===== src/rtl/pbc_pkg.sv =====
package pbc_pkg;

  localparam int DATA_W             = 32;
  localparam int CBE_W              = 4;
  localparam int CMD_W              = 16;
  localparam int CMD_PERR_BIT       = 6;
  localparam int CMD_SERR_BIT       = 8;
  localparam int DEVSEL_TIMEOUT_CLK = 5;
  localparam int BUF_DEPTH          = 2;

  localparam logic [3:0] CMD_MEM_RD = 4'h6;
  localparam logic [3:0] CMD_MEM_WR = 4'h7;
  localparam logic [3:0] CMD_CFG_RD = 4'hA;
  localparam logic [3:0] CMD_CFG_WR = 4'hB;
  localparam logic [3:0] BE_ALL     = 4'h0;

  typedef enum logic [1:0] {
    I_IDLE = 2'b00,
    I_ADDR = 2'b01,
    I_DATA = 2'b10,
    I_TURN = 2'b11
  } pbc_ist_type;

  typedef enum logic [1:0] {
    T_IDLE = 2'b00,
    T_DATA = 2'b01,
    T_TURN = 2'b10
  } pbc_tst_type;

  typedef struct packed {
    logic [DATA_W-1:0] addr;
    logic [3:0]        cmd;
    logic [DATA_W-1:0] wdata;
  } pbc_mst_req_type;

  typedef struct packed {
    logic [DATA_W-1:0] rdata;
    logic              mabort;
    logic              tstop;
  } pbc_mst_rsp_type;

  typedef struct packed {
    logic [DATA_W-1:0] addr;
    logic [DATA_W-1:0] data;
    logic [CBE_W-1:0]  be_n;
    logic              cfg;
  } pbc_tgt_wr_type;

endpackage : pbc_pkg


===== src/rtl/pbc_ctrl.sv =====
// Contract
// - As target the block drives device-select low to claim every cycle addressed to it.
// - As initiator the block watches device-select and ends with a master abort if nobody claims in time.
// - The initiator drives frame low to start a transaction and holds it while more data follows.
// - Frame high means the final data phase, and the next completed phase is the last.
// - The block asserts its bus request whenever it needs the bus as initiator.
// - Grant may arrive without a request because of parking, and the block must tolerate it.
// - Configuration accesses are answered only while the initialization select input is high.
// - A data phase completes only on an edge where initiator ready and target ready are both low.
// - The initiator drives initiator ready and the addressed target drives target ready.
// - Parity error is driven when received parity mismatches, only while command bit 6 is set.
// - System error is pulsed for a system error, even when not target, only while command bit 8 is set.
// - With system error enabled, a card-side address parity error also pulses system error.
// - A target may assert stop to end a transaction and the initiator must then terminate.
// - Even parity covers the 32 data lines and 4 command lines and is driven one clock after them.
`timescale 1ns/1ps
module pbc_ctrl import pbc_pkg::*; #(
  parameter logic [DATA_W-1:0] MEM_BASE     = 32'h8000_0000,
  parameter int                MEM_ADDR_LSB = 12,
  parameter int                BUF_W        = $bits(pbc_tgt_wr_type)
) (
  input  wire logic                  ref_clk_i,       // Bus clock
  input  wire logic                  reset_n_i,       // Sync reset
  input  wire logic [CMD_W-1:0]      cmd_reg_i,       // Command register
  input  wire logic                  idsel_i,         // Config select
  input  wire logic                  gnt_n_i,         // Bus grant
  output logic                       req_n_o,         // Bus request
  input  wire logic [DATA_W-1:0]     ad_i,            // Address/data in
  output logic [DATA_W-1:0]          ad_o,            // Address/data out
  output logic                       ad_oe_o,         // Address/data enable
  input  wire logic [CBE_W-1:0]      cbe_n_i,         // Command/enables in
  output logic [CBE_W-1:0]           cbe_n_o,         // Command/enables out
  output logic                       cbe_oe_o,        // Command enable
  input  wire logic                  par_i,           // Parity in
  output logic                       par_o,           // Parity out
  output logic                       par_oe_o,        // Parity enable
  input  wire logic                  frame_n_i,       // Frame in
  output logic                       frame_n_o,       // Frame out
  output logic                       frame_oe_o,      // Frame enable
  input  wire logic                  irdy_n_i,        // Initiator ready in
  output logic                       irdy_n_o,        // Initiator ready out
  output logic                       irdy_oe_o,       // Initiator ready enable
  input  wire logic                  trdy_n_i,        // Target ready in
  output logic                       trdy_n_o,        // Target ready out
  output logic                       trdy_oe_o,       // Target ready enable
  input  wire logic                  stop_n_i,        // Stop in
  output logic                       stop_n_o,        // Stop out
  output logic                       stop_oe_o,       // Stop enable
  input  wire logic                  devsel_n_i,      // Device select in
  output logic                       devsel_n_o,      // Device select out
  output logic                       devsel_oe_o,     // Device select enable
  input  wire logic                  perr_n_i,        // Parity error in
  output logic                       perr_n_o,        // Parity error out
  output logic                       perr_oe_o,       // Parity error enable
  output logic                       serr_n_o,        // System error out
  output logic                       serr_oe_o,       // System error enable
  input  wire logic                  sys_err_i,       // Internal error event
  input  wire logic                  cb_addr_perr_i,  // Card address parity event
  input  wire logic                  mst_req_valid_i, // Initiator request valid
  output logic                       mst_req_ready_o, // Initiator request taken
  input  wire pbc_mst_req_type       mst_req_i,       // Initiator request
  output logic                       mst_done_o,      // Initiator done pulse
  output pbc_mst_rsp_type            mst_rsp_o,       // Initiator result
  input  wire logic [DATA_W-1:0]     tgt_rd_data_i,   // Target read data
  output logic                       tgt_wr_valid_o,  // Target write valid
  input  wire logic                  tgt_wr_ready_i,  // Target write ready
  output pbc_tgt_wr_type             tgt_wr_o         // Target write word
);

  if (MEM_ADDR_LSB < 2 || MEM_ADDR_LSB > DATA_W - 1) begin : g_lsb_bad
    $error("MEM_ADDR_LSB out of range");
  end
  if (BUF_W != $bits(pbc_tgt_wr_type)) begin : g_buf_w_bad
    $error("BUF_W must match the write word");
  end

  pbc_ist_type       ist_reg, ist_next;
  pbc_tst_type       tst_reg, tst_next;
  pbc_mst_req_type   req_reg;
  pbc_mst_rsp_type   rsp_reg;
  logic              done_reg;
  logic [2:0]        to_cnt_reg;
  logic              frame_prev_reg;
  logic              t_wr_reg, t_cfg_reg, t_first_reg;
  logic [DATA_W-1:0] t_addr_reg, t_rdata_reg;
  logic              par_reg, par_oe_reg;
  logic              exp_par_reg, addr_chk_reg, data_chk_reg;
  logic              perr_low_reg, perr_high_reg, serr_reg;
  logic [BUF_W-1:0]  buf_mem_reg [BUF_DEPTH];
  logic              buf_wp_reg, buf_rp_reg;
  logic [1:0]        buf_cnt_reg;

  // Decode
  wire       perr_en     = cmd_reg_i[CMD_PERR_BIT];
  wire       serr_en     = cmd_reg_i[CMD_SERR_BIT];
  wire       bus_par     = ^{ad_i, cbe_n_i};
  wire       addr_phase  = !frame_n_i && frame_prev_reg;
  wire [3:0] bus_cmd     = ~cbe_n_i;
  wire       cmd_cfg     = (bus_cmd == CMD_CFG_RD) || (bus_cmd == CMD_CFG_WR);
  wire       cmd_mem     = (bus_cmd == CMD_MEM_RD) || (bus_cmd == CMD_MEM_WR);
  wire       mem_hit     = ad_i[DATA_W-1:MEM_ADDR_LSB] == MEM_BASE[DATA_W-1:MEM_ADDR_LSB];
  wire       cfg_hit     = cmd_cfg && idsel_i;
  wire       tgt_hit     = addr_phase && (ist_reg == I_IDLE) && (cfg_hit || (cmd_mem && mem_hit));
  wire       buf_in_rdy  = buf_cnt_reg != 2'(BUF_DEPTH);
  wire       t_ready     = t_wr_reg ? buf_in_rdy : !t_first_reg;
  wire       t_xfer      = (tst_reg == T_DATA) && !irdy_n_i && t_ready;
  wire       t_abort     = (tst_reg == T_DATA) && frame_n_i && irdy_n_i;
  wire       bus_idle    = frame_n_i && irdy_n_i;
  wire       i_start     = (ist_reg == I_IDLE) && mst_req_valid_i && !gnt_n_i && bus_idle;
  wire       i_write     = req_reg.cmd[0];
  wire       i_xfer      = (ist_reg == I_DATA) && !trdy_n_i;
  wire       i_stop      = (ist_reg == I_DATA) && !stop_n_i && trdy_n_i;
  wire       i_timeout   = (ist_reg == I_DATA) && devsel_n_i && (to_cnt_reg == 3'(DEVSEL_TIMEOUT_CLK));
  wire       par_bad     = par_i != exp_par_reg;
  wire       buf_push    = t_xfer && t_wr_reg;
  wire       buf_pop     = tgt_wr_valid_o && tgt_wr_ready_i;

  // Initiator sequencing
  always_comb begin
    ist_next = ist_reg;
    case (ist_reg)
      I_IDLE:  if (i_start) ist_next = I_ADDR;
      I_ADDR:  ist_next = I_DATA;
      I_DATA:  if (i_xfer || i_stop || i_timeout) ist_next = I_TURN;
      I_TURN:  ist_next = I_IDLE;
      default: ist_next = I_IDLE;
    endcase
  end

  // Target sequencing
  always_comb begin
    tst_next = tst_reg;
    case (tst_reg)
      T_IDLE:  if (tgt_hit) tst_next = T_DATA;
      T_DATA:  if (t_xfer || t_abort) tst_next = T_TURN;
      T_TURN:  tst_next = T_IDLE;
      default: tst_next = T_IDLE;
    endcase
  end

  always_ff @(posedge ref_clk_i) begin
    if (!reset_n_i) begin
      ist_reg        <= I_IDLE;
      tst_reg        <= T_IDLE;
      frame_prev_reg <= 1'b1;
      to_cnt_reg     <= 3'h0;
    end else begin
      ist_reg        <= ist_next;
      tst_reg        <= tst_next;
      frame_prev_reg <= frame_n_i;
      to_cnt_reg     <= (ist_reg == I_IDLE) ? 3'h1 : to_cnt_reg + ((to_cnt_reg != 3'h7) ? 3'h1 : 3'h0);
    end
  end

  always_ff @(posedge ref_clk_i) begin
    if (!reset_n_i) begin
      req_reg  <= '0;
      rsp_reg  <= '0;
      done_reg <= 1'b0;
    end else begin
      if (i_start) req_reg <= mst_req_i;
      done_reg <= i_xfer || i_stop || i_timeout;
      if (i_xfer || i_stop || i_timeout) begin
        rsp_reg.rdata  <= i_write ? '0 : ad_i;
        rsp_reg.mabort <= i_timeout && !i_xfer;
        rsp_reg.tstop  <= i_stop;
      end
    end
  end

  always_ff @(posedge ref_clk_i) begin
    if (!reset_n_i) begin
      t_wr_reg    <= 1'b0;
      t_cfg_reg   <= 1'b0;
      t_first_reg <= 1'b0;
      t_addr_reg  <= '0;
      t_rdata_reg <= '0;
    end else begin
      t_first_reg <= tgt_hit;
      if (tgt_hit) begin
        t_wr_reg   <= bus_cmd[0];
        t_cfg_reg  <= cmd_cfg;
        t_addr_reg <= ad_i;
      end
      if (tst_reg == T_DATA) t_rdata_reg <= tgt_rd_data_i;
    end
  end

  // Parity generate and check
  always_ff @(posedge ref_clk_i) begin
    if (!reset_n_i) begin
      par_reg       <= 1'b0;
      par_oe_reg    <= 1'b0;
      exp_par_reg   <= 1'b0;
      addr_chk_reg  <= 1'b0;
      data_chk_reg  <= 1'b0;
      perr_low_reg  <= 1'b0;
      perr_high_reg <= 1'b0;
      serr_reg      <= 1'b0;
    end else begin
      par_reg       <= bus_par;
      par_oe_reg    <= ad_oe_o;
      exp_par_reg   <= bus_par;
      addr_chk_reg  <= addr_phase;
      data_chk_reg  <= buf_push || (i_xfer && !i_write);
      perr_low_reg  <= data_chk_reg && par_bad && perr_en;
      perr_high_reg <= perr_low_reg;
      serr_reg      <= serr_en && ((addr_chk_reg && par_bad) || sys_err_i || cb_addr_perr_i);
    end
  end

  // Two-entry write buffer
  always_ff @(posedge ref_clk_i) begin
    if (!reset_n_i) begin
      buf_wp_reg  <= 1'b0;
      buf_rp_reg  <= 1'b0;
      buf_cnt_reg <= 2'h0;
    end else begin
      if (buf_push) buf_wp_reg <= !buf_wp_reg;
      if (buf_pop) buf_rp_reg <= !buf_rp_reg;
      buf_cnt_reg <= buf_cnt_reg + 2'(buf_push) - 2'(buf_pop);
    end
  end

  generate
    for (genvar e = 0; e < BUF_DEPTH; e++) begin : g_buf
      always_ff @(posedge ref_clk_i) begin
        if (!reset_n_i) begin
          buf_mem_reg[e] <= '0;
        end else if (buf_push && (buf_wp_reg == 1'(e))) begin
          buf_mem_reg[e] <= {t_addr_reg, ad_i, cbe_n_i, t_cfg_reg};
        end
      end
    end
  endgenerate

  // Pin drive
  assign req_n_o         = !((ist_reg == I_IDLE) && mst_req_valid_i);
  assign mst_req_ready_o = i_start;
  assign frame_oe_o      = (ist_reg == I_ADDR) || (ist_reg == I_DATA);
  assign frame_n_o       = ist_reg != I_ADDR;
  assign irdy_oe_o       = (ist_reg == I_DATA) || (ist_reg == I_TURN);
  assign irdy_n_o        = ist_reg != I_DATA;
  assign cbe_oe_o        = (ist_reg == I_ADDR) || (ist_reg == I_DATA);
  assign cbe_n_o         = (ist_reg == I_ADDR) ? ~req_reg.cmd : BE_ALL;
  assign ad_oe_o         = (ist_reg == I_ADDR) || ((ist_reg == I_DATA) && i_write) ||
                           ((tst_reg == T_DATA) && !t_wr_reg && !t_first_reg);
  assign ad_o            = (ist_reg == I_ADDR) ? req_reg.addr :
                           (ist_reg == I_DATA) ? req_reg.wdata : t_rdata_reg;
  assign par_o           = par_reg;
  assign par_oe_o        = par_oe_reg;
  assign devsel_oe_o     = tst_reg != T_IDLE;
  assign devsel_n_o      = tst_reg != T_DATA;
  assign trdy_oe_o       = tst_reg != T_IDLE;
  assign trdy_n_o        = !((tst_reg == T_DATA) && t_ready);
  assign stop_oe_o       = tst_reg != T_IDLE;
  // Read turnaround waits without stop, so the disconnect carries data
  assign stop_n_o        = !((tst_reg == T_DATA) && (t_wr_reg || !t_first_reg));
  assign perr_oe_o       = perr_low_reg || perr_high_reg;
  assign perr_n_o        = !perr_low_reg;
  assign serr_oe_o       = serr_reg;
  assign serr_n_o        = !serr_reg;
  assign mst_done_o      = done_reg;
  assign mst_rsp_o       = rsp_reg;
  assign tgt_wr_valid_o  = buf_cnt_reg != 2'h0;
  assign tgt_wr_o        = buf_mem_reg[buf_rp_reg];

  property p_claim;
    @(posedge ref_clk_i) disable iff (!reset_n_i) tgt_hit |=> devsel_oe_o && !devsel_n_o;
  endproperty
  a_claim: assert property (p_claim) else $error("claim not driven");

  property p_mabort;
    @(posedge ref_clk_i) disable iff (!reset_n_i)
      (ist_reg == I_ADDR) ##1 (devsel_n_i && trdy_n_i && stop_n_i)[*4] |=> mst_done_o && mst_rsp_o.mabort;
  endproperty
  a_mabort: assert property (p_mabort) else $error("no master abort");

  property p_frame;
    @(posedge ref_clk_i) disable iff (!reset_n_i) i_start |=> frame_oe_o && !frame_n_o ##1 frame_n_o && !irdy_n_o;
  endproperty
  a_frame: assert property (p_frame) else $error("frame sequence wrong");

  property p_req;
    @(posedge ref_clk_i) disable iff (!reset_n_i) (ist_reg == I_IDLE && mst_req_valid_i) |-> !req_n_o;
  endproperty
  a_req: assert property (p_req) else $error("request not raised");

  property p_park;
    @(posedge ref_clk_i) disable iff (!reset_n_i)
      (ist_reg == I_IDLE && !gnt_n_i && !mst_req_valid_i) |=> !frame_oe_o;
  endproperty
  a_park: assert property (p_park) else $error("parked grant started a cycle");

  property p_cfg;
    @(posedge ref_clk_i) disable iff (!reset_n_i)
      (addr_phase && cmd_cfg && !idsel_i && tst_reg == T_IDLE) |=> !devsel_oe_o;
  endproperty
  a_cfg: assert property (p_cfg) else $error("config claimed without select");

  property p_xfer;
    @(posedge ref_clk_i) disable iff (!reset_n_i)
      (tst_reg == T_DATA && !trdy_n_o && !irdy_n_i) |=> tst_reg == T_TURN && trdy_n_o;
  endproperty
  a_xfer: assert property (p_xfer) else $error("data phase not completed");

  property p_perr;
    @(posedge ref_clk_i) disable iff (!reset_n_i)
      (data_chk_reg && par_bad && perr_en) |=> !perr_n_o && perr_oe_o ##1 perr_n_o && perr_oe_o;
  endproperty
  a_perr: assert property (p_perr) else $error("parity error not reported");

  property p_serr;
    @(posedge ref_clk_i) disable iff (!reset_n_i) !serr_n_o |-> $past(serr_en) && serr_oe_o;
  endproperty
  a_serr: assert property (p_serr) else $error("system error while disabled");

  property p_stop;
    @(posedge ref_clk_i) disable iff (!reset_n_i) i_stop |=> ist_reg == I_TURN ##1 !irdy_oe_o;
  endproperty
  a_stop: assert property (p_stop) else $error("stop not honoured");

  property p_par;
    @(posedge ref_clk_i) disable iff (!reset_n_i) par_oe_o |-> par_o == $past(bus_par) && $past(ad_oe_o);
  endproperty
  a_par: assert property (p_par) else $error("parity not one clock late");

endmodule : pbc_ctrl


===== config.mk =====
export PLATFORM = sky130hd
export DESIGN_NAME = pbc_ctrl
export DESIGN_NICKNAME = d
export VERILOG_FILES = /design/src/rtl/pbc_pkg.sv /design/src/rtl/pbc_ctrl.sv
export SDC_FILE = /design/constraint.sdc
export NUM_CORES = 1
export LEC_CHECK = 0
export ABC_AREA = 1
export BUFFER_PORTS_ARGS = -buffer_cell sky130_fd_sc_hd__buf_2
export CORE_ASPECT_RATIO = 1.25
export CORE_UTILIZATION = 55
export CTS_CLUSTER_SIZE = 14
export DETAILED_ROUTE_END_ITERATION = 8
export PLACE_DENSITY = 0.81
export REMOVE_ABC_BUFFERS = 1
export SLEW_MARGIN = 20
export SYNTH_ARGS = -nofsm -noshare
export SYNTH_HDL_FRONTEND = slang
export SYNTH_SLANG_ARGS = --single-unit

===== constraint.sdc =====
create_clock -name ref_clk_i -period 11.37 [get_ports ref_clk_i]
set_clock_uncertainty 0.1 [all_clocks]
set_input_delay 0.5685 -clock ref_clk_i [delete_from_list [all_inputs] [get_ports ref_clk_i]]
set_output_delay 0.5685 -clock ref_clk_i [all_outputs]
set_load 0.05 [all_outputs]

==> summary.md <==
| Metric | Value |
|---|---|
| Outcome | complete, no violations |
| Top cells by area, synth | edfxtp_1 (30%), dfxtp_1 (27%), nor2_1 (10%) |
| Avg WL per Cell | 16.69 um |
| Final global-route overflow total | 0 |
| Port Buf Inserts | 312 |
| Post-Layout Cell Count | 2,178 |
| Antenna violations before repair | 1 |
| Mean area per synthesized cell | 8.925 um2 |
| Power Internal | 2.143 mW |
| Place WS | 8.140 ns |
| Final net count | 2,014 |
| RD Place Congestion | 0.7970 |
| Die W | 144.4 um |
| Share of cells above drive strength 1 | 0.2576 |
| Post-route setup TNS | 0 ns |
| DRC Markers | 0 |
| Mapped Cells | 1,562 |
| CTS tree | done |
| Routed Antenna Nets | 0 |
| Maxcap violations | 0 |
| Post-cts resize count | 0 |
| Hold path start | mst_req_i[64] |
| R2r startpoint | ist_reg[0] |
| CP max stage delay | 0.86 ns |
| Setup violators final | 0 |
| Vias in the first global route | 11,713 |
| Largest vdd supply drop | 199.8 uV |
| Switching share of power | 0.3648 |
| IO Count | 328 |
| Largest register FFs | 138 |
| Most common cell in the netlist | nor2_1 |
| Tmin final | 3.230 ns |
| Number of CTS-inserted buffers | 34 |
| Routed WL | 36,360 um |
| Die H | 180 um |
| Synth area leader | edfxtp_1 |
| Post-synth EDFFs | 138 |
| Period Utilization, post-route | 0.2841 |
| Max Fclk | 309.6 MHz |
| CP startpoint | ist_reg[0] |
| Initial Util | 0.5652 |
| Area delta synth->final | 19.91% |
| Critical path capture point type | register |
| Routed vias/inst | 5.393 |
| CP Cell Sequence | inv_1 > ha_1 > inv_2 > nor2_1 > nor2_4 > nor2_4 > nand3_1 > nand2_1 |
| Tightest Pin Transition | 1.040 ns |
| Clock Latency Late Sink | 0.50 ns |
| Max clock buf depth | 3 |
| Rel. slew slack | 0.3049 |
| Pins Over Slew Limit | 0 |
| Pwr/cell area | 201.8 mW/mm2 |
| TritonCTS Sinks | 328 |
| Clock share of power | 0.324 |
| Leak | 7.591 nW |
| Psw | 1.231 mW |
| Commonest cells post-synth | nor2_1 (389), dfxtp_1 (190), nand2_1 (181), o21ai_0 (140), edfxtp_1 (138) |
| Setup CP Type | reg2reg |
| Drt pass-1 iters | 5 |
| CP dominant cell by count | nor2_4 |
| Hold Crit Class | in2reg |
| CTS clock-pin slew for the worst setup and hold paths | 0.06 ns |
| Seq/Total Area, Yosys | 0.5701 |
| Number of distinct library cells after synthesis | 33 |
| Postcts setup bufs | 0 |
| Global-route wire length before repair | 57,150 um |
| ANT cells | 0 |
| Worst setup SP type | register |
| CTS root buf | clkbuf_16 |
| Largest net degree at the start of global routing | 98 |
| Via count | 11,747 |
| Syn. warnings | 0 |
| GRT Overall Usage | 0.2785 |
| Worst path bufs/invs | 2 |
| CP required | 11.66 ns |
| HPWL Detailed | 22,300 um |
| Post-route setup slack | 8.140 ns |
| Crit path DAT | 3.52 ns |
| Max FO, Critical Path | 35 |
| Hold Buf Count CTS | 0 |
| Combinational group share of total power | 0.282 |
| Initial DRC Count | 602 |
| Worst path slowest cell | nor2_4 |
| Reg power frac | 0.393 |
| Top FF cell, synth | dfxtp_1 |
| H-tree depth | 2 |
| Final hold violations | 0 |
| Syn Std Cell Area | 0.01394 mm2 |
| FF+latch count, synth | 328 |
| RSZ-0062 raised after global routing | false |
| Post-synth top area share | 0.2973 |
| CP top delay family | simple AND/OR/NAND/NOR gates |
| Asr flop ratio synth | 0 |
| Core Box Area | 0.02466 mm2 |
| Inst Count DP | 2,118 |
| Rows | 64 |
| Die footprint | 0.02599 mm2 |
==> power by group through the flow <==
stage | clock (mW) | sequential (mW) | combinational, mW
after global placement | 0 | 1.35 | 0.937
after global routing | 1.15 | 1.34 | 1.02
after CTS | 1.11 | 1.33 | 0.955
final | 1.09 | 1.33 | 0.953
after floorplan | 0 | 1.44 | 0.596
after detailed placement | 0 | 1.35 | 0.947
==> cell families (layout without fill, tap and decap cells) <==
kind of cell             Yosys count  after routing  synth area share
AO/OA/AOI/OAI                    252            252           0.09253
AND/OR/NAND/NOR                  675            675            0.1952
XOR/XNOR                           8              8          0.005026
flip-flops                       328            328            0.5701
multiplexers                      69             69           0.05574
adder cells (fa/ha/maj)           23             23           0.02064
buffers and inverters            207            493           0.06076
==> worst min-delay path, stage by stage <==
cell,delay (ns)
buf_2,0.07
nor2_1,0.03
nor2_1,0.08
==> worst paths after layout <==
kind	to	slack [ns]	cells after the start
max reg2reg	mst_rsp_o[6]	8.14	8
min	req_reg[64]	0.18	3
max	mst_rsp_o[6]	8.14	8
min reg2reg	perr_low_reg	0.36	2
==> metal layers <==
layer	part of all wire	GRT usage	wire, um
met3	0.089	0.07698	3238
met1	0.37	0.3028	13470
met5	0.00036	0	13
met4	0.032	0.1078	1158
met2	0.51	0.5029	18480
==> cell usage in the layout, fill, tap and decap left out, drive strengths merged <==
cell type and n:
clkinvlp 2, a211oi 2, and3 1, buf 324, nor3 5, o311a 1, o31ai 1, ha 23
edfxtp 138, a21oi 107, bufinv 1, clkinv 12, xor2 1, o21ai 140, mux2 69, dfxtp 190
clkbuf 47, nand2 183, nand3b 2, nor2 402, inv 107, or2 4, o211ai 1, xnor2 7
nand3 78
==> per-stage QoR <==
step	cell area, um2	utilization	total power, mW	hold slack (ns)
floorplan	13500	-	2.036	0.3149
global placement	15620	0.6332	2.284	0.3231
detailed placement	15620	0.6332	2.299	0.3482
CTS	16720	0.6778	3.387	0.1600
global route	16720	0.6778	3.498	0.1839
finish	16720	0.6778	3.373	0.1837
==> cell type report <==
cell class / count / area, um2
Inverter: 109 / 410.4
Multi-Input combinational cell: 1027 / 5189
Tap cell: 330 / 412.9
Timing Repair Buffer: 324 / 1654
Clock inverter: 13 / 95.09
Clock buffer: 47 / 1003
Sequential cell: 328 / 7951
Fill cell: 1920 / 7948
No activity file was read; power rests on OpenSTA's default activity.
